**src/door_cmd_cfg.svh**
```systemverilog
// constants for the door command mask and light barrier block
`ifndef DOOR_CMD_CFG_SVH
`define DOOR_CMD_CFG_SVH
`define OFS_FIELDBUS_MASK 12'h000
`define OFS_FUNCTION_BLOCK_LOGIC_MASK 12'h004
`define OFS_CONTROL 12'h008
`define OFS_RANGE 12'h00C
`define OFS_STATUS 12'h010
`define OFS_EFFECTIVE 12'h014
`define MASK_RESET 16'hFFFF
`define LOW_BYTE_ONES 8'hFF
`define LOW_BYTE_ZERO 8'h00
`define EXT_SECOND_PROFILE 10
`define EXT_BARRIER 15
`define CMD_STOP 8'h01
`define CMD_OPEN 8'h02
`define CMD_CLOSE 8'h03
`define RANGE_RESET 16'hFFFF
`define MIN_OPENING_MM 16'h000A
`define CTRL_TEST_RUN 0
`define CTRL_BUS_SOURCE 1
`define CTRL_CMD_STROBE 2
`define CTRL_MODE_LSB 4
`define CTRL_SENSOR_LSB 8
`define CTRL_FOLLOW_LSB 12
`endif

```
**src/door_cmd_pkg.sv**
```systemverilog
// types for the door command mask and light barrier block
package door_cmd_pkg;
	typedef enum logic [2:0] {
		mode_learn = 3'b000,
		mode_initial = 3'b001,
		mode_normal = 3'b011,
		mode_position = 3'b010,
		mode_special = 3'b110
	} sys_mode_type;
	typedef enum logic [1:0] {
		sensor_none = 2'b00,
		sensor_end_position = 2'b01,
		sensor_curtain = 2'b11,
		sensor_edge = 2'b10
	} sensor_type;
	typedef enum logic [2:0] {
		react_none = 3'b000,
		react_reverse = 3'b001,
		react_ramp_stop = 3'b011,
		react_deenergize = 3'b010,
		react_follow_up = 3'b110
	} reaction_type;
endpackage

```
**src/door_mask_reg.sv**
```systemverilog
// one 16-bit command mask register with low byte correction
`timescale 1ns/1ns
`default_nettype none
`include "door_cmd_cfg.svh"
module door_mask_reg (
	// clock and reset
	input wire logic clock,
	input wire logic srst,
	// write port
	input wire logic wr_en,
	input wire logic [15:0] wr_data,
	// stored mask
	output logic [15:0] mask_q
);
	logic [7:0] low_byte;

	// the low byte is a numeric code, so partial masks make no sense
	always_comb begin
		if (wr_data[7:0] == `LOW_BYTE_ZERO)
			low_byte = `LOW_BYTE_ZERO;
		else
			low_byte = `LOW_BYTE_ONES;
	end

	always_ff @(posedge clock) begin
		if (srst)
			mask_q <= `MASK_RESET;
		else if (wr_en)
			mask_q <= {wr_data[15:8], low_byte};
	end
endmodule
`default_nettype wire

```
**src/door_cmd_mask.sv**
```systemverilog
// door command masking, test run and light barrier evaluation
`timescale 1ns/1ns
`default_nettype none
`include "door_cmd_cfg.svh"
// Functional notes
// fieldbus word passes where fieldbus mask is one
// function block word uses its own mask
// low byte mask writes forced to 00 or FF
// test run skips reversing once, then clears
// test run keeps force until next command
// low barrier means interrupted, blocks closing
// interruption during close drives door open
// barrier ignored below one centimetre opening
// barrier used only in operation state
// barrier low active, not function tested
// barrier reaction limited by reaction range
// learn run interruption cancels and deenergizes
// initial or special mode ramps to stop
// normal reverses, follow-up order, positioning stops
// curtain sensor type drives sensor test output
// input 1 has one exclusive sensor function
// curtain output honoured only inside range
// extension bit 10 selects second force profile
// effective word is input AND mask
module door_cmd_mask
	import door_cmd_pkg::*;
(
	// clock and reset
	input wire logic clock,
	input wire logic srst,
	// apb slave
	input wire logic psel,
	input wire logic penable,
	input wire logic pwrite,
	input wire logic [11:0] paddr,
	input wire logic [31:0] pwdata,
	output logic [31:0] prdata,
	output logic pready,
	output logic pslverr,
	// command sources
	input wire logic [15:0] fieldbus_command_word,
	input wire logic [15:0] function_block_logic,
	input wire logic cmd_valid,
	// controller state
	input wire logic operation_state,
	input wire logic [15:0] door_opening_mm,
	input wire logic [15:0] dist_to_closed_mm,
	input wire logic obstruction,
	input wire logic reversing,
	// sensor pins
	input wire logic input1_pin,
	input wire logic test_pulse,
	// results
	output logic [15:0] effective_cmd,
	output logic [7:0] door_command_code,
	output logic second_force_profile,
	output logic close_allowed,
	output logic drive_open,
	output logic ramp_stop,
	output logic deenergize,
	output logic learn_cancel,
	output logic follow_up_active,
	output logic hold_force,
	output logic test_run_active,
	output logic sensor_test_output
);
	logic [1:0] pin_sync_q;
	logic [15:0] fb_mask_q;
	logic [15:0] fblk_mask_q;
	logic [15:0] range_q;
	logic [15:0] ctrl_q;
	logic test_arm_q;
	logic test_used_q;
	logic [15:0] eff_d;
	logic barrier_bit;
	logic curtain_ok;
	logic interrupted;
	logic in_range;
	logic closing;
	logic wr;
	logic rd;
	logic known;
	reaction_type react;
	sys_mode_type mode;
	sensor_type sens;

	function automatic logic [15:0] apply_mask(input logic [15:0] w,
		input logic [15:0] m);
		apply_mask = w & m;
	endfunction

	function automatic logic hit(input logic [11:0] a, input logic [11:0] o);
		hit = (a == o);
	endfunction

	assign wr = psel && penable && pwrite;
	assign rd = psel && !penable && !pwrite;
	assign known = hit(paddr, `OFS_FIELDBUS_MASK) ||
		hit(paddr, `OFS_FUNCTION_BLOCK_LOGIC_MASK) || hit(paddr, `OFS_CONTROL) ||
		hit(paddr, `OFS_RANGE) || hit(paddr, `OFS_STATUS) ||
		hit(paddr, `OFS_EFFECTIVE);
	assign mode = sys_mode_type'(ctrl_q[`CTRL_MODE_LSB +: 3]);
	assign sens = sensor_type'(ctrl_q[`CTRL_SENSOR_LSB +: 2]);

	door_mask_reg fieldbus_mask (
		.clock(clock),
		.srst(srst),
		.wr_en(wr && hit(paddr, `OFS_FIELDBUS_MASK)),
		.wr_data(pwdata[15:0]),
		.mask_q(fb_mask_q)
	);

	door_mask_reg function_block_logic_mask (
		.clock(clock),
		.srst(srst),
		.wr_en(wr && hit(paddr, `OFS_FUNCTION_BLOCK_LOGIC_MASK)),
		.wr_data(pwdata[15:0]),
		.mask_q(fblk_mask_q)
	);

	// pin passes two flops before use
	always_ff @(posedge clock) begin
		if (srst)
			pin_sync_q <= 2'b11;
		else
			pin_sync_q <= {pin_sync_q[0], input1_pin};
	end

	always_ff @(posedge clock) begin
		if (srst) begin
			ctrl_q <= 16'h0000;
			range_q <= `RANGE_RESET;
		end else if (wr && hit(paddr, `OFS_CONTROL)) begin
			ctrl_q <= pwdata[15:0];
		end else if (wr && hit(paddr, `OFS_RANGE)) begin
			range_q <= pwdata[15:0];
		end
	end

	// one cycle access phase, zero wait states
	always_ff @(posedge clock) begin
		if (srst) begin
			pready <= 1'b0;
			pslverr <= 1'b0;
			prdata <= 32'h0000_0000;
		end else begin
			pready <= psel && !penable;
			pslverr <= psel && !penable && !known;
			if (rd) begin
				case (paddr)
				`OFS_FIELDBUS_MASK: prdata <= {16'h0000, fb_mask_q};
				`OFS_FUNCTION_BLOCK_LOGIC_MASK: prdata <= {16'h0000, fblk_mask_q};
				`OFS_CONTROL: prdata <= {16'h0000, ctrl_q};
				`OFS_RANGE: prdata <= {16'h0000, range_q};
				`OFS_STATUS: prdata <= {28'h0000000, interrupted,
					close_allowed, test_used_q, test_arm_q};
				`OFS_EFFECTIVE: prdata <= {16'h0000, effective_cmd};
				default: prdata <= 32'h0000_0000;
				endcase
			end
		end
	end

	// source select and masking
	always_comb begin
		if (ctrl_q[`CTRL_BUS_SOURCE])
			eff_d = apply_mask(fieldbus_command_word, fb_mask_q);
		else
			eff_d = apply_mask(function_block_logic, fblk_mask_q);
	end

	// outside operation the barrier rests at its clear value
	assign barrier_bit = operation_state ?
		eff_d[`EXT_BARRIER] : 1'b1;
	// curtain safety output also low active; only valid as curtain type
	assign curtain_ok = (sens != sensor_curtain) || pin_sync_q[1];
	assign in_range = dist_to_closed_mm <= range_q;
	// bit is never part of the function test, so no test masking here
	assign interrupted = (!barrier_bit || !curtain_ok) && in_range &&
		(door_opening_mm >= `MIN_OPENING_MM);
	assign closing = (eff_d[7:0] == `CMD_CLOSE);

	// reaction per mode; test run suppresses the reversing
	always_comb begin
		react = react_none;
		if (interrupted && mode == mode_learn)
			react = react_deenergize;
		else if (interrupted && closing) begin
			case (mode)
			mode_initial: react = react_ramp_stop;
			mode_special: react = react_ramp_stop;
			mode_position: react = react_ramp_stop;
			mode_normal: begin
				if (test_arm_q)
					react = react_none;
				else if (reversing && obstruction)
					react = react_follow_up;
				else
					react = react_reverse;
			end
			default: react = react_none;
			endcase
		end
	end

	// test run: arm by write, marked used by the next command, cleared by the one after
	always_ff @(posedge clock) begin
		if (srst) begin
			test_arm_q <= 1'b0;
			test_used_q <= 1'b0;
		end else if (wr && hit(paddr, `OFS_CONTROL) &&
			pwdata[`CTRL_TEST_RUN]) begin
			test_arm_q <= 1'b1;
			test_used_q <= 1'b0;
		end else if (cmd_valid && test_arm_q && !test_used_q) begin
			test_used_q <= 1'b1;
		end else if (cmd_valid && test_used_q) begin
			test_arm_q <= 1'b0;
			test_used_q <= 1'b0;
		end
	end

	always_ff @(posedge clock) begin
		if (srst) begin
			effective_cmd <= 16'h0000;
			door_command_code <= `LOW_BYTE_ZERO;
			second_force_profile <= 1'b0;
			close_allowed <= 1'b0;
			drive_open <= 1'b0;
			ramp_stop <= 1'b0;
			deenergize <= 1'b0;
			learn_cancel <= 1'b0;
			follow_up_active <= 1'b0;
			test_run_active <= 1'b0;
			sensor_test_output <= 1'b0;
		end else begin
			effective_cmd <= eff_d;
			door_command_code <= eff_d[7:0];
			second_force_profile <= eff_d[`EXT_SECOND_PROFILE];
			close_allowed <= !interrupted;
			drive_open <= react == react_reverse;
			ramp_stop <= react == react_ramp_stop;
			deenergize <= react == react_deenergize;
			learn_cancel <= react == react_deenergize;
			follow_up_active <= react == react_follow_up;
			test_run_active <= test_arm_q;
			sensor_test_output <= (sens == sensor_curtain) &&
				test_pulse;
		end
	end

	// during a test run force persists through an obstruction until a new command
	always_ff @(posedge clock) begin
		if (srst)
			hold_force <= 1'b0;
		else if (test_arm_q && obstruction)
			hold_force <= 1'b1;
		else if (cmd_valid)
			hold_force <= 1'b0;
	end

	logic unused_ok;
	assign unused_ok = ^{ctrl_q[`CTRL_FOLLOW_LSB +: 4],
		ctrl_q[`CTRL_CMD_STROBE], ctrl_q[3], ctrl_q[7], ctrl_q[11:10]};
endmodule
`default_nettype wire

```
**config.mk**
```make
export PLATFORM = sky130hd
export DESIGN_NAME = door_cmd_mask
export DESIGN_NICKNAME = d
export VERILOG_FILES = /design/src/door_cmd_pkg.sv /design/src/door_mask_reg.sv /design/src/door_cmd_mask.sv
export VERILOG_INCLUDE_DIRS = /design/src
export SDC_FILE = /design/constraint.sdc
export NUM_CORES = 1
export LEC_CHECK = 0
export BUFFER_PORTS_ARGS = -buffer_cell sky130_fd_sc_hd__buf_2
export CORE_MARGIN = 5
export CORE_UTILIZATION = 44
export DETAILED_ROUTE_END_ITERATION = 7
export PLACE_DENSITY = 0.74
export SYNTH_ARGS = -nofsm -noshare
export SYNTH_HDL_FRONTEND = slang
export SYNTH_SLANG_ARGS = --single-unit
```
**constraint.sdc**
```tcl
create_clock -name clock -period 1.91 [get_ports clock]
set_input_delay 0.191 -clock clock [delete_from_list [all_inputs] [get_ports clock]]
set_output_delay 0.191 -clock clock [all_outputs]
set_load 0.02 [all_outputs]
```
Yosys cells after proc, flatten, opt, wreduce, memory -nomap -nowiden --
Index checks and enable logic that the tools add are counted.
Cells by class: order comparisons 2, equal/unequal tests 17, muxes and demuxes 15, bitwise operators 3, reduce and logical (&&, ||, !) cells 44
Operators with widths (count):
- case mux 16 bit (6 select lines) | 1
- AND 16 bit | 2
- equality test 12 x 4 -> 1 bit (second input constant) | 2
- equality test 12 x 5 -> 1 bit (second input constant) | 2
- logical AND 1 bit | 20
- greater-or-equal comparator 16 x 4 -> 1 bit (second input constant) | 1
- less-or-equal comparator 16 bit | 1
- 2-to-1 mux 16 bit | 1
- equality test 12 x 3 -> 1 bit (second input constant) | 1
- equality test 3 x 2 -> 1 bit (second input constant) | 4
- zero test 12 bit | 1
- 2-to-1 mux 3 bit | 4
- equality test 8 x 2 -> 1 bit (second input constant) | 1
- zero test 8 bit | 1
- 2-to-1 mux 8 bit | 1
- zero test 1 bit | 7
- logical OR 1 bit | 7
- 2-to-1 mux 1 bit | 7
- equality test 3 x 1 -> 1 bit (second input constant) | 2
- equality test 3 bit (second input constant) | 2
- case mux 3 bit (2 select lines) | 1
- nonzero test 2 bit | 3
- inequality test 2 bit (second input constant) | 2
- AND reduction 2 bit | 2
- other kinds (5) | 5
Word-level totals: bits in registers 135, output and inout port bits 68

Longest topological paths before layout --
Gate-level depths: netlist of run 1.
word-level depth 11, mapped depth 8, mapped depth without buffers 8

By module --
A second synthesis of run 1 with hierarchy kept.
Unflattened totals: cell total of the unflattened synthesis 556, area total of the unflattened synthesis 4994.8 sq um
By module, submodules not included:
- door_cmd_mask | times used 1, cells each 478, area each 4161.5 sq um, sequential area each 1561.5 sq um
- door_mask_reg | times used 2, cells each 39, area each 416.6 sq um, sequential area each 180.2 sq um

Worst setup path before layout of run 1 --
OpenSTA, ideal clock, no wires.
path kind reg2reg, start point reg range_q[1], end point reg follow_up_active, setup time 128 ps, arrival 1609 ps, data required time 1782 ps, setup slack 173 ps, stages on the path, launching flop included 9, buffers on the path 0, path through dfxtp_1 inv_1 ha_1 nor2b_1 o211ai_1 a2111o_1 o211a_1 o211ai_1 nor3_1
On the way: cells in the longest elaborated chain, start to end 7
RTL lines:
- start, declared | RTL line door_cmd_mask.sv:70 | logic [15:0] range_q;
- start signal, assigned | RTL line door_cmd_mask.sv:132 | range_q <= `RANGE_RESET;
- start signal, assigned | RTL line door_cmd_mask.sv:136 | range_q <= pwdata[15:0];
- less-or-equal comparator 16 bit * | RTL line door_cmd_mask.sv:177 | assign in_range = dist_to_closed_mm <= range_q;
- logical AND 1 bit * (2 in a row) | RTL line door_cmd_mask.sv:179 | assign interrupted = (!barrier_bit || !curtain_ok) && in_range &&
- logical AND 1 bit | RTL line door_cmd_mask.sv:188 | else if (interrupted && closing) begin
- 2-to-1 mux 3 bit | RTL line door_cmd_mask.sv:188
- 2-to-1 mux 3 bit * | RTL line door_cmd_mask.sv:186 | if (interrupted && mode == mode_learn)
- equality test 3 bit * | RTL line door_cmd_mask.sv:245 | follow_up_active <= react == react_follow_up;
- end signal, assigned | RTL line door_cmd_mask.sv:245
- end, declared | RTL line door_cmd_mask.sv:62 | output logic follow_up_active,
Mark *: on every way between the ends. The rest lies on a longest branch, timed or not. A chain may end at the register's enable or synchronous reset.

Worst setup path after layout of run 1 --
start point reg range_q[1], end point reg prdata[3]
On the way: cells in the longest elaborated chain, start to end 4
RTL lines:
- less-or-equal comparator 16 bit | RTL line door_cmd_mask.sv:177
- logical AND 1 bit (2 in a row) | RTL line door_cmd_mask.sv:179
- case mux 16 bit (6 select lines) | RTL line door_cmd_mask.sv:150 | case (paddr)
- end signal, assigned | RTL line door_cmd_mask.sv:151 | `OFS_FIELDBUS_MASK: prdata <= {16'h0000, fb_mask_q};
- end signal, assigned | RTL line door_cmd_mask.sv:152 | `OFS_FUNCTION_BLOCK_LOGIC_MASK: prdata <= {16'h0000, fblk_mask_q};
- end signal, assigned | RTL line door_cmd_mask.sv:153 | `OFS_CONTROL: prdata <= {16'h0000, ctrl_q};
- end, declared | RTL line door_cmd_mask.sv:37 | output logic [31:0] prdata,
No other way between the ends.

==> flow_metrics.env, run 1 <==
export IMPL_status="complete, but fails checks"
export IMPL_violations="negative setup slack"
export IMPL_vias=4327
export IMPL_root_buffer="clkbuf_8"
export IMPL_worst_pin_slew_ns=1.06
export IMPL_worst_slack_ns=-0.0324
export IMPL_layout_drive_gt1_share_pct=35.2
export IMPL_fin_tns_setup_ns=-0.0623
export IMPL_arrival_ns=2.18
export IMPL_place_gp_congestion=0.847
export IMPL_grt_pass1_vias=4117
export IMPL_dp_hpwl_microns=10300
export IMPL_cp_required_ns=2.15
export IMPL_power_frac_comb_pct=9.9
export IMPL_p_leak_nw=2.68
export IMPL_drt_initial_drc_count=364
export IMPL_finalCritPeriodShare_pct=102
export IMPL_p_int_w=0.00280
export IMPL_p_switching_w=0.00101
export IMPL_crit_family="compound AO/OA/AOI/OAI gates"
export IMPL_fin_skew_ns=0.0155
export IMPL_rsz0062_at_grt="true"
export IMPL_via_per_inst=5.43
export IMPL_syn_area_per_cell_sq_um=9.17
export IMPL_wl_per_cell_microns=16.8
export IMPL_port_buffers=153
export IMPL_synthCells=503
export IMPL_start_kind="flip-flop"
export IMPL_yosysSeqAreaShare_pct=41.7
export IMPL_crit_slowest_cell="a2111o_1"
export IMPL_hp_class="input port to flip-flop"
export IMPL_ys_async_sr_fraction_pct=0
export IMPL_sequentialPowerShare_pct=53.6
export IMPL_drtPass1Iterations=5
export IMPL_yosysMostFrequentCell="dfxtp_1"
export IMPL_cts_tree="done"
export IMPL_ys_types=49
export IMPL_area_growth_syn_to_layout_pct=26.5
export IMPL_end_kind="flip-flop"
export IMPL_synth_top_cells_by_area="dfxtp_1 (42%), buf_4 (5.0%), a211o_1 (4.9%), ha_1 (4.3%), nor2_1 (4.3%)"
export IMPL_cts_path_max_buffers=2
export IMPL_grt_ovfl_total=0
export IMPL_ys_ff_latch=96
export IMPL_synthFlopType="dfxtp_1"
export IMPL_yosysWarnings=0
export IMPL_path_clk_slew_ns=0.10
export IMPL_grt_usage_pct=20.4
export IMPL_std_cell_rows=37
export IMPL_drtAntennaViolNets=0
export IMPL_maxCapViolCount=0
export IMPL_final_core_utilization_pct=56.8
export IMPL_clock_latency_ns=0.37
export IMPL_drcViolationCount=0
export IMPL_hold_start="pwdata[3]"
export IMPL_grt_pass1_wl_microns=20700
export IMPL_maxSlewViolCount=0
export IMPL_die_area_sq_mm=0.0126
export IMPL_start_util_pct=44.9
export IMPL_netlist_area_sq_mm=0.00461
export IMPL_power_density_mw_per_mm2=654
export IMPL_startpoint="range_q[1]$_SDFFE_PP1P_"
export IMPL_htree_levels=3
export IMPL_synth_top_area_share_pct=41.7
export IMPL_cts_buffers=9
export IMPL_totalWireLength_microns=13400
export IMPL_pwr_share_clk_pct=36.6
export IMPL_grt_max_degree=44
export IMPL_critical_path_buf_inv_count=1
export IMPL_worstPathMaxFanout=3
export IMPL_critical_path_class="flip-flop to flip-flop"
export IMPL_cpPeakStageDelay_ns=0.37
export IMPL_yosysTopAreaCell="dfxtp_1"
export IMPL_io_pins=187
export IMPL_setup_viol=3
export IMPL_finalHoldViolations=0
export IMPL_sw_frac_of_total_pct=26.5
export IMPL_die_h_microns=112
export IMPL_core_sq_mm=0.0103
export IMPL_ir_drop_mv=0.280
export IMPL_slew_headroom_pct=29.1
export IMPL_fp_dieW_microns=112
export IMPL_timing_rr_start="range_q[1]$_SDFFE_PP1P_"
export IMPL_synth_edf_count=0
export IMPL_cts_sinks=96
export IMPL_worst_path_most_repeated_cell="o211ai_1"
export IMPL_cp_cell_sequence="inv_2 > ha_4 > nor2b_1 > o211ai_1 > a2111o_1 > o211a_1 > o211ai_1 > a221oi_2"
export IMPL_antenna_found_initial=1
export IMPL_fin_crit_ns=1.94
export IMPL_synth_commonest_cells="dfxtp_1 (96), nor2_1 (53), nand2_1 (48), buf_4 (31)"
export IMPL_nNetsFinal=790
export IMPL_max_freq_mhz=515
-- power groups by stage --
stage	Sequential [W]	Combinational, W	Clock [W]
final	0.00204	0.000377	0.00139
after CTS	0.00204	0.000366	0.00142
after floorplan	0.00211	0.000181	0
after global routing	0.00205	0.000410	0.00149
after detailed placement	0.00209	0.000361	0
after global placement	0.00209	0.000352	0
-- logic make-up (layout without fill, tap and decap cells) --
| family | count (synthesis) | after routing | synth area share [%] |
|---|---|---|---|
| simple gates | 191 | 191 | 22.6 |
| compound gates | 112 | 112 | 18.7 |
| flops | 96 | 96 | 41.7 |
| buf+inv | 70 | 212 | 8.87 |
| mux | 17 | 17 | 3.69 |
| fa+ha+maj | 16 | 16 | 4.34 |
| other cells | 1 | 17 | 0.0813 |
-- metrics by stage --
step	total power [W]	setup WS, ns	cells	cell area [sq um]	hold slack (ns)
6_report	0.00382	-0.0324	797	5840	0.0455
5_1_grt	0.00395	-0.140	797	5840	0.0446
4_1_cts	0.00382	0.00317	795	5720	0.0349
3_5_place_dp	0.00245	-0.0245	777	5480	0.375
3_3_place_gp	0.00244	0.0338	777	5480	0.373
2_1_floorplan	0.00229	0.173	518	4670	0.295
-- flip-flops by register name, indices dropped and copies added (netlist names) --
name and flops:
prdata 16, pready 1, follow_up_active 1, ramp_stop 1, ctrl_q 16, pin_sync_q 2, drive_open 1, sensor_test_output 1
close_allowed 1, test_arm_q 1, effective_cmd 16, pslverr 1, function_block_logic_mask.mask_q 9, test_used_q 1, range_q 16, learn_cancel 1
test_run_active 1, hold_force 1, fieldbus_mask.mask_q 9
-- final timing paths --
kind	endpoint	depth (start not counted)	slack [ns]
max	prdata[3]$_SDFFE_PP0P_	8	-0.03
min	range_q[3]$_SDFFE_PP1P_	2	0.05
max reg2reg	prdata[3]$_SDFFE_PP0P_	8	-0.03
min reg2reg	pin_sync_q[1]$_SDFF_PP1_	1	0.42
-- repair_timing --
item,CTS,global route
hold buffers,1,0
buffers inserted,1,1
hold endpoints to repair,1,0
gates resized for setup,5,19
pin swaps,7,8
endpoints found under the setup margin,5,6
-- cells in the final DEF (no fill, tap or decap), types with 4 or more instances in the layout --
master | synthesis | routed
dfxtp_2 | 0 | 9
inv_1 | 18 | 16
nor4_1 | 6 | 6
nor2b_1 | 13 | 13
a211o_1 | 26 | 26
dfxtp_1 | 96 | 87
nand4_1 | 6 | 6
nand3b_1 | 17 | 17
ha_4 | 0 | 8
or4_1 | 4 | 4
clkbuf_8 | 0 | 9
a21oi_1 | 26 | 24
buf_2 | 5 | 153
a222oi_1 | 11 | 11
mux2i_1 | 17 | 17
nor3_1 | 6 | 6
nand2_1 | 48 | 48
ha_1 | 16 | 8
nand2b_1 | 5 | 5
nor2_1 | 53 | 53
conb_1 | 1 | 16
a22oi_1 | 18 | 18
a22o_1 | 15 | 15
buf_4 | 31 | 21
nand3_1 | 11 | 11
-- metal layers --
layer / vias to the layer above / GRT usage (%) / share of wire, %
li1: 2103 / - / -
met3: 27 / 3.99 / 7.4
met4: 0 / 8.65 / 2.3
met2: 182 / 32.4 / 48
met1: 2015 / 27.1 / 42
met5: - / 0 / 0
-- final cells by class --
cell class	instances	area, sq um
clock inverter	7	83.8
tap	136	170
fill	931	4440
inverter	18	67.6
sequential	96	1930
multi-input combinational	352	2460
timing repair buffer	178	993
antenna	1	2.50
clock buffer	9	124
(Power assumes the default switching activity.)
==> run 2, diff against run 1 <==
--- a/config.mk
+++ b/config.mk
@@ -8,9 +8,9 @@
 export LEC_CHECK = 0
 export BUFFER_PORTS_ARGS = -buffer_cell sky130_fd_sc_hd__buf_2
 export CORE_MARGIN = 5
-export CORE_UTILIZATION = 44
+export CORE_UTILIZATION = 40
 export DETAILED_ROUTE_END_ITERATION = 7
-export PLACE_DENSITY = 0.74
+export PLACE_DENSITY = 0.68
 export SYNTH_ARGS = -nofsm -noshare
 export SYNTH_HDL_FRONTEND = slang
 export SYNTH_SLANG_ARGS = --single-unit
==> flow_metrics.env, run 2 (synthesized netlist as in run 1, its figures left out) <==
export IMPL_p_leak_nw=2.73
export IMPL_cts_path_max_buffers=2
export IMPL_worstPathMaxFanout=3
export IMPL_cp_required_ns=2.12
export IMPL_slew_headroom_pct=23.9
export IMPL_status="complete, but fails checks"
export IMPL_start_kind="flip-flop"
export IMPL_total_power_w=0.00428
export IMPL_die_h_microns=117
export IMPL_place_area_sq_mm=0.00550
export IMPL_std_cell_rows=39
export IMPL_grt_max_degree=82
export IMPL_grt_ovfl_total=0
export IMPL_root_buffer="clkbuf_16"
export IMPL_maxUsedRoutingLayer="met4"
export IMPL_cts_sinks=96
export IMPL_grt_usage_pct=19.9
export IMPL_maxCapViolCount=0
export IMPL_place_gp_congestion=0.859
export IMPL_layout_common_cells="buf_2 (153), dfxtp_1 (90), nor2_1 (53)"
export IMPL_via_per_inst=5.37
export IMPL_finalCritPeriodShare_pct=100
export IMPL_wl_per_cell_microns=17.7
export IMPL_power_density_mw_per_mm2=716
export IMPL_met3_length_microns=1060
export IMPL_htree_levels=3
export IMPL_dp_hpwl_microns=10900
export IMPL_area_growth_syn_to_layout_pct=29.7
export IMPL_nNetsFinal=793
export IMPL_routedLengthMet1_microns=6040
export IMPL_drtPass1Iterations=6
export IMPL_hold_depth=2
export IMPL_met2_wirelength_microns=6870
export IMPL_rsz0062_at_grt="true"
export IMPL_cts_hold_buf=0
export IMPL_worst_slack_ns=-0.00622
export IMPL_cts_tree="done"
export IMPL_cts_buffers=9
export IMPL_grt_pass1_wl_microns=22300
export IMPL_max_freq_mhz=522
export IMPL_path_clk_slew_ns=0.07
export IMPL_fp_dieW_microns=117
export IMPL_layout_drive_gt1_share_pct=36.1
export IMPL_antenna_found_initial=0
export IMPL_violations="negative setup slack"
export IMPL_drcViolationCount=0
export IMPL_drtAntennaViolNets=0
export IMPL_finalNonFillerCells=805
export IMPL_die_area_sq_mm=0.0138
export IMPL_layout_commonest_cell="buf_2"
export IMPL_vias=4320
export IMPL_ff2ff_path_depth=7
export IMPL_end_kind="flip-flop"
export IMPL_stdcell_area_sq_mm=0.00598
export IMPL_totalWireLength_microns=14300
export IMPL_io_pins=187
export IMPL_drt_initial_drc_count=358
export IMPL_worst_pin_slew_ns=1.14
export IMPL_maxSlewViolCount=0
export IMPL_clock_latency_ns=0.34
export IMPL_grt_pass1_vias=4407
export IMPL_hp_class="input port to flip-flop"
export IMPL_start_util_pct=40.6
export IMPL_core_sq_mm=0.0114
export IMPL_port_buffers=153
export IMPL_arrival_ns=2.13
export IMPL_diodes=0
export IMPL_fin_crit_ns=1.92
export IMPL_ir_drop_mv=0.376
export IMPL_fin_skew_ns=0.00707
export IMPL_critical_path_class="flip-flop to flip-flop"
export IMPL_dp_cells=785
export IMPL_finalHoldViolations=0
export IMPL_setup_viol=2
[run 2: cell count changes in the layout (fill, tap and decap cells not counted), moves of 4 or more]
cell	change
clkbuf_16	+9
clkbuf_8	-7
inv_1	-5
inv_2	+4
[run 2: final timing paths]
kind                                  from                  endpoint  slack (ns)
hold / removal                  input1_pin  pin_sync_q[0]$_SDFF_PP1_        0.03
hold reg to reg   pin_sync_q[0]$_SDFF_PP1_  pin_sync_q[1]$_SDFF_PP1_        0.42
setup / recovery   range_q[3]$_SDFFE_PP1P_    prdata[3]$_SDFFE_PP0P_      -0.006
setup reg to reg   range_q[3]$_SDFFE_PP1P_    prdata[3]$_SDFFE_PP0P_      -0.006
[run 2: metrics by stage]
| stage | util [%] | setup slack (ns) | hold WS (ns) | TNS [ns] |
|---|---|---|---|---|
| detailed placement | 48.4 | -0.0168 | 0.384 | -0.0168 |
| finish | 52.6 | -0.00622 | 0.0284 | -0.00658 |
| CTS | 51.6 | 0.000903 | 0.0228 | 0 |
| floorplan | - | 0.173 | 0.295 | 0 |
| global route | 52.6 | -0.0986 | 0.0283 | -0.440 |
| global placement | 48.4 | 0.0465 | 0.373 | 0 |
[run 2: timing repair]
item                                   in CTS  in global routing
gates resized for setup                     8                 20
endpoints found under the hold margin       0                  0
setup endpoints to repair                   4                  6
pin swaps                                  10                 11
buffers inserted                            1                  4
[run 2: cell type report]
cell class | instances | area [sq um]
clock inverter | 4 | 53.8
sequential | 96 | 1930
tap | 143 | 179
timing repair buffer | 181 | 1030
inverter | 18 | 70.1
multi-input combinational | 352 | 2470
clock buffer | 11 | 253
fill | 1064 | 5390
[run 2: worst max-delay path: stages, from the launching register on]
cell,delay (ns)
dfxtp_1,0.35
inv_1,0.07
ha_1,0.33
a21oi_1,0.09
a2111o_1,0.41
o211a_1,0.18
o211ai_1,0.26
a221oi_2,0.09
[run 2: report_power, final]
part	switching, W	total (W)	internal, W
sequential	0.0000199	0.00205	0.00203
clock	0.000775	0.00186	0.00108
combinational	0.000233	0.000381	0.000147
[run 2: layer usage]
| metal | up-vias | track usage [%] |
|---|---|---|
| li1 | 2096 | - |
| met1 | 2012 | 25.3 |
| met2 | 191 | 33.3 |
| met3 | 21 | 4.43 |
| met4 | 0 | 6.82 |
| met5 | - | 0 |
==> run 3, diff against run 2 <==
--- a/config.mk
+++ b/config.mk
@@ -6,9 +6,11 @@
 export SDC_FILE = /design/constraint.sdc
 export NUM_CORES = 1
 export LEC_CHECK = 0
+export ABC_AREA = 1
 export BUFFER_PORTS_ARGS = -buffer_cell sky130_fd_sc_hd__buf_2
 export CORE_MARGIN = 5
 export CORE_UTILIZATION = 40
+export CTS_CLUSTER_SIZE = 30
 export DETAILED_ROUTE_END_ITERATION = 7
 export PLACE_DENSITY = 0.68
 export SYNTH_ARGS = -nofsm -noshare
==> constraint.sdc (replaced) <==
create_clock -name clock -period 2.2 [get_ports clock]
set_input_delay 0.22 -clock clock [delete_from_list [all_inputs] [get_ports clock]]
set_output_delay 0.22 -clock clock [all_outputs]
set_load 0.02 [all_outputs]
==> flow_metrics.env, run 3 <==
export IMPL_status="complete, no violations"
export IMPL_cp_required_ns=2.46
export IMPL_finalCritPeriodShare_pct=88.0
export IMPL_sw_frac_of_total_pct=23.8
export IMPL_fin_crit_ns=1.94
export IMPL_synth_top_area_share_pct=39.9
export IMPL_area_growth_syn_to_layout_pct=22.6
export IMPL_start_util_pct=40.5
export IMPL_grt_ovfl_total=0
export IMPL_synth_top_cells_by_area="dfxtp_1 (40%), nand2_1 (13%), nand3_1 (7.0%), a21oi_1 (5.8%), inv_1 (5.7%)"
export IMPL_std_cell_rows=40
export IMPL_ys_async_sr_fraction_pct=0
export IMPL_port_buffers=153
export IMPL_clock_latency_ns=0.34
export IMPL_end_kind="flip-flop"
export IMPL_finalHoldViolations=0
export IMPL_synth_edf_count=0
export IMPL_ys_types=39
export IMPL_syn_area_per_cell_sq_um=7.19
export IMPL_die_area_sq_mm=0.0144
export IMPL_top_usage_layer="met2"
export IMPL_grt_pass1_wl_microns=22200
export IMPL_synthCells=671
export IMPL_yosysTopAreaCell="dfxtp_1"
export IMPL_io_pins=187
export IMPL_synth_top_family_by_area="simple AND/OR/NAND/NOR gates"
export IMPL_setup_viol=0
export IMPL_place_ws_ns=0.160
export IMPL_power_frac_comb_pct=9.0
export IMPL_maxSlewViolCount=0
export IMPL_cts_sinks=96
export IMPL_use_met3_pct=4.05
export IMPL_grt_util_met2_pct=30.0
export IMPL_ys_ff_latch=96
export IMPL_die_h_microns=120
export IMPL_fin_skew_ns=0.00462
export IMPL_cts_hold_buf=0
export IMPL_layout_common_cells="nand2_1 (172), buf_2 (153), dfxtp_1 (96)"
export IMPL_yosysWarnings=0
export IMPL_htree_levels=3
export IMPL_worst_slack_ns=0.264
export IMPL_fp_dieW_microns=120
export IMPL_ff2ff_setup_slack_ns=0.26
export IMPL_yosysSeqAreaShare_pct=39.9
export IMPL_worstPathMaxFanout=3
export IMPL_cts_tree="done"
export IMPL_synthMuxAreaShare_pct=0
export IMPL_maxCapViolCount=0
export IMPL_synthAdderAreaFrac_pct=4.15
export IMPL_place_gp_congestion=0.868
export IMPL_worstReg2RegEnd="ramp_stop$_SDFF_PP0_"
export IMPL_cts_setup_buffers=0
export IMPL_root_buffer="clkbuf_16"
export IMPL_hold_path_end="pin_sync_q[0]$_SDFF_PP1_"
export IMPL_power_density_mw_per_mm2=608
export IMPL_cts_path_max_buffers=2
export IMPL_worst_pin_slew_ns=0.598
export IMPL_max_freq_mhz=517
export IMPL_ir_drop_mv=0.327
export IMPL_grt_max_degree=34
export IMPL_grt_pass1_vias=4388
export IMPL_wl_per_cell_microns=14.4
export IMPL_slew_headroom_pct=60.1
export IMPL_p_int_w=0.00274
export IMPL_start_kind="flip-flop"
export IMPL_timing_rr_start="range_q[11]$_SDFFE_PP1P_"
export IMPL_critical_path_class="flip-flop to flip-flop"
export IMPL_arrival_ns=2.20
export IMPL_drcViolationCount=0
export IMPL_yosysMostFrequentCell="nand2_1"
export IMPL_layout_drive_gt1_share_pct=25.0
export IMPL_via_per_inst=4.89
export IMPL_synthFlopType="dfxtp_1"
export IMPL_ff2ff_path_depth=9
export IMPL_drt_initial_drc_count=384
export IMPL_path_clk_slew_ns=0.06
export IMPL_synth_commonest_cells="nand2_1 (172), dfxtp_1 (96), inv_1 (73), nand3_1 (67), a21oi_1 (56)"
export IMPL_p_leak_nw=3.05
export IMPL_antenna_found_initial=1
export IMPL_drtPass1Iterations=5
export IMPL_fin_tns_setup_ns=0
export IMPL_core_sq_mm=0.0119
export IMPL_vias=4714
export IMPL_totalWireLength_microns=13900
export IMPL_nNetsFinal=945
export IMPL_synthXorXnorAreaFrac_pct=0
export IMPL_layout_commonest_cell="nand2_1"
export IMPL_drtAntennaViolNets=0
export IMPL_dp_hpwl_microns=10900
export IMPL_rsz0062_at_grt="false"
export IMPL_hold_depth=2
export IMPL_synth_compound_area_share_pct=14.7
export IMPL_cts_buffers=9
export IMPL_pwr_share_clk_pct=41.7
export IMPL_hold_start="input1_pin"
export IMPL_sequentialPowerShare_pct=49.3
export IMPL_hp_class="input port to flip-flop"
export IMPL_grt_usage_pct=19.3
export IMPL_met1_usage_pct=27.2
export IMPL_synth_simple_area_share_pct=28.2
export IMPL_p_switching_w=0.000856
export IMPL_netlist_area_sq_mm=0.00482
==> run 3: changes by cell type after synthesis, sizes merged, moves of 11 or more <==
cell / delta
a22o: -15
o211ai: +19
nand3b: -17
a21oi: +31
inv: +61
nand2: +125
o21ai: +22
nand3: +56
nor2: -20
a22oi: -18
mux2i: -17
a211o: -26
nor2b: -13
a222oi: -11
==> run 3: worst max-delay path by stage <==
stage               slack [ns]               endpoint                     start  cells after the start
floorplan                 0.62  drive_open$_SDFF_PP0_  range_q[15]$_SDFFE_PP1P_                      8
global placement          0.25  drive_open$_SDFF_PP0_  range_q[15]$_SDFFE_PP1P_                      8
detailed placement        0.16   ramp_stop$_SDFF_PP0_  range_q[15]$_SDFFE_PP1P_                      8
CTS                       0.15   ramp_stop$_SDFF_PP0_  range_q[15]$_SDFFE_PP1P_                      8
global route              0.03   ramp_stop$_SDFF_PP0_  range_q[15]$_SDFFE_PP1P_                      9
finish                    0.26   ramp_stop$_SDFF_PP0_  range_q[11]$_SDFFE_PP1P_                      9
==> run 3: stage by stage <==
stage	hold slack (ns)	utilization (%)	std cells	cell area (sq um)	power [W]
2_1_floorplan	0.300	-	686	4880	0.00200
3_3_place_gp	0.406	47.1	946	5610	0.00214
3_5_place_dp	0.409	47.1	946	5610	0.00214
4_1_cts	0.0531	49.5	962	5900	0.00361
5_1_grt	0.0535	49.6	963	5910	0.00373
6_report	0.0570	49.6	964	5910	0.00359
==> run 3: power groups by stage <==
stage                     Clock [W]  Combinational (W)  Sequential, W
after CTS                   0.00151           0.000324        0.00177
after floorplan                   0           0.000168        0.00183
final                       0.00150           0.000323        0.00177
after detailed placement          0           0.000323        0.00181
after global placement            0           0.000322        0.00181
after global routing        0.00160           0.000357        0.00177
==> run 3: kinds of logic (layout without fill, tap and decap cells) <==
group / count (synthesis) / count (layout)
fa+ha+maj: 16 / 16
flops: 96 / 96
compound gates: 119 / 119
buf+inv: 132 / 261
simple gates: 307 / 307
other cells: 1 / 18
==> run 3: timing repair <==
item | CTS | global route
gates resized for setup | 0 | 1
endpoints found under the setup margin | 0 | 2
hold endpoints to repair | 0 | 0
==> run 3: layout make-up <==
cell class | instances | area (sq um)
sequential | 96 | 1920
fill | 1231 | 6000
clock buffer | 14 | 274
antenna | 2 | 5.00
clock inverter | 2 | 12.5
inverter | 80 | 300
multi-input combinational | 458 | 2330
timing repair buffer | 165 | 881
tap | 147 | 184
==> run 3: critical path, stage by stage (launching register included) <==
cell and delay [ns]:
dfxtp_1 0.35, inv_1 0.06, ha_1 0.31, a21oi_1 0.17, nand2_1 0.07, a21oi_1 0.18
nand2_1 0.13, a21oi_1 0.25, nand3_1 0.15, nor3_1 0.19
==> run 3: metal layers <==
metal / vias to the layer above / share of wire, %
li1: 2447 / -
met2: 158 / 45
met1: 2095 / 47
met4: 0 / 1.5
met3: 14 / 6.1
met5: - / 0
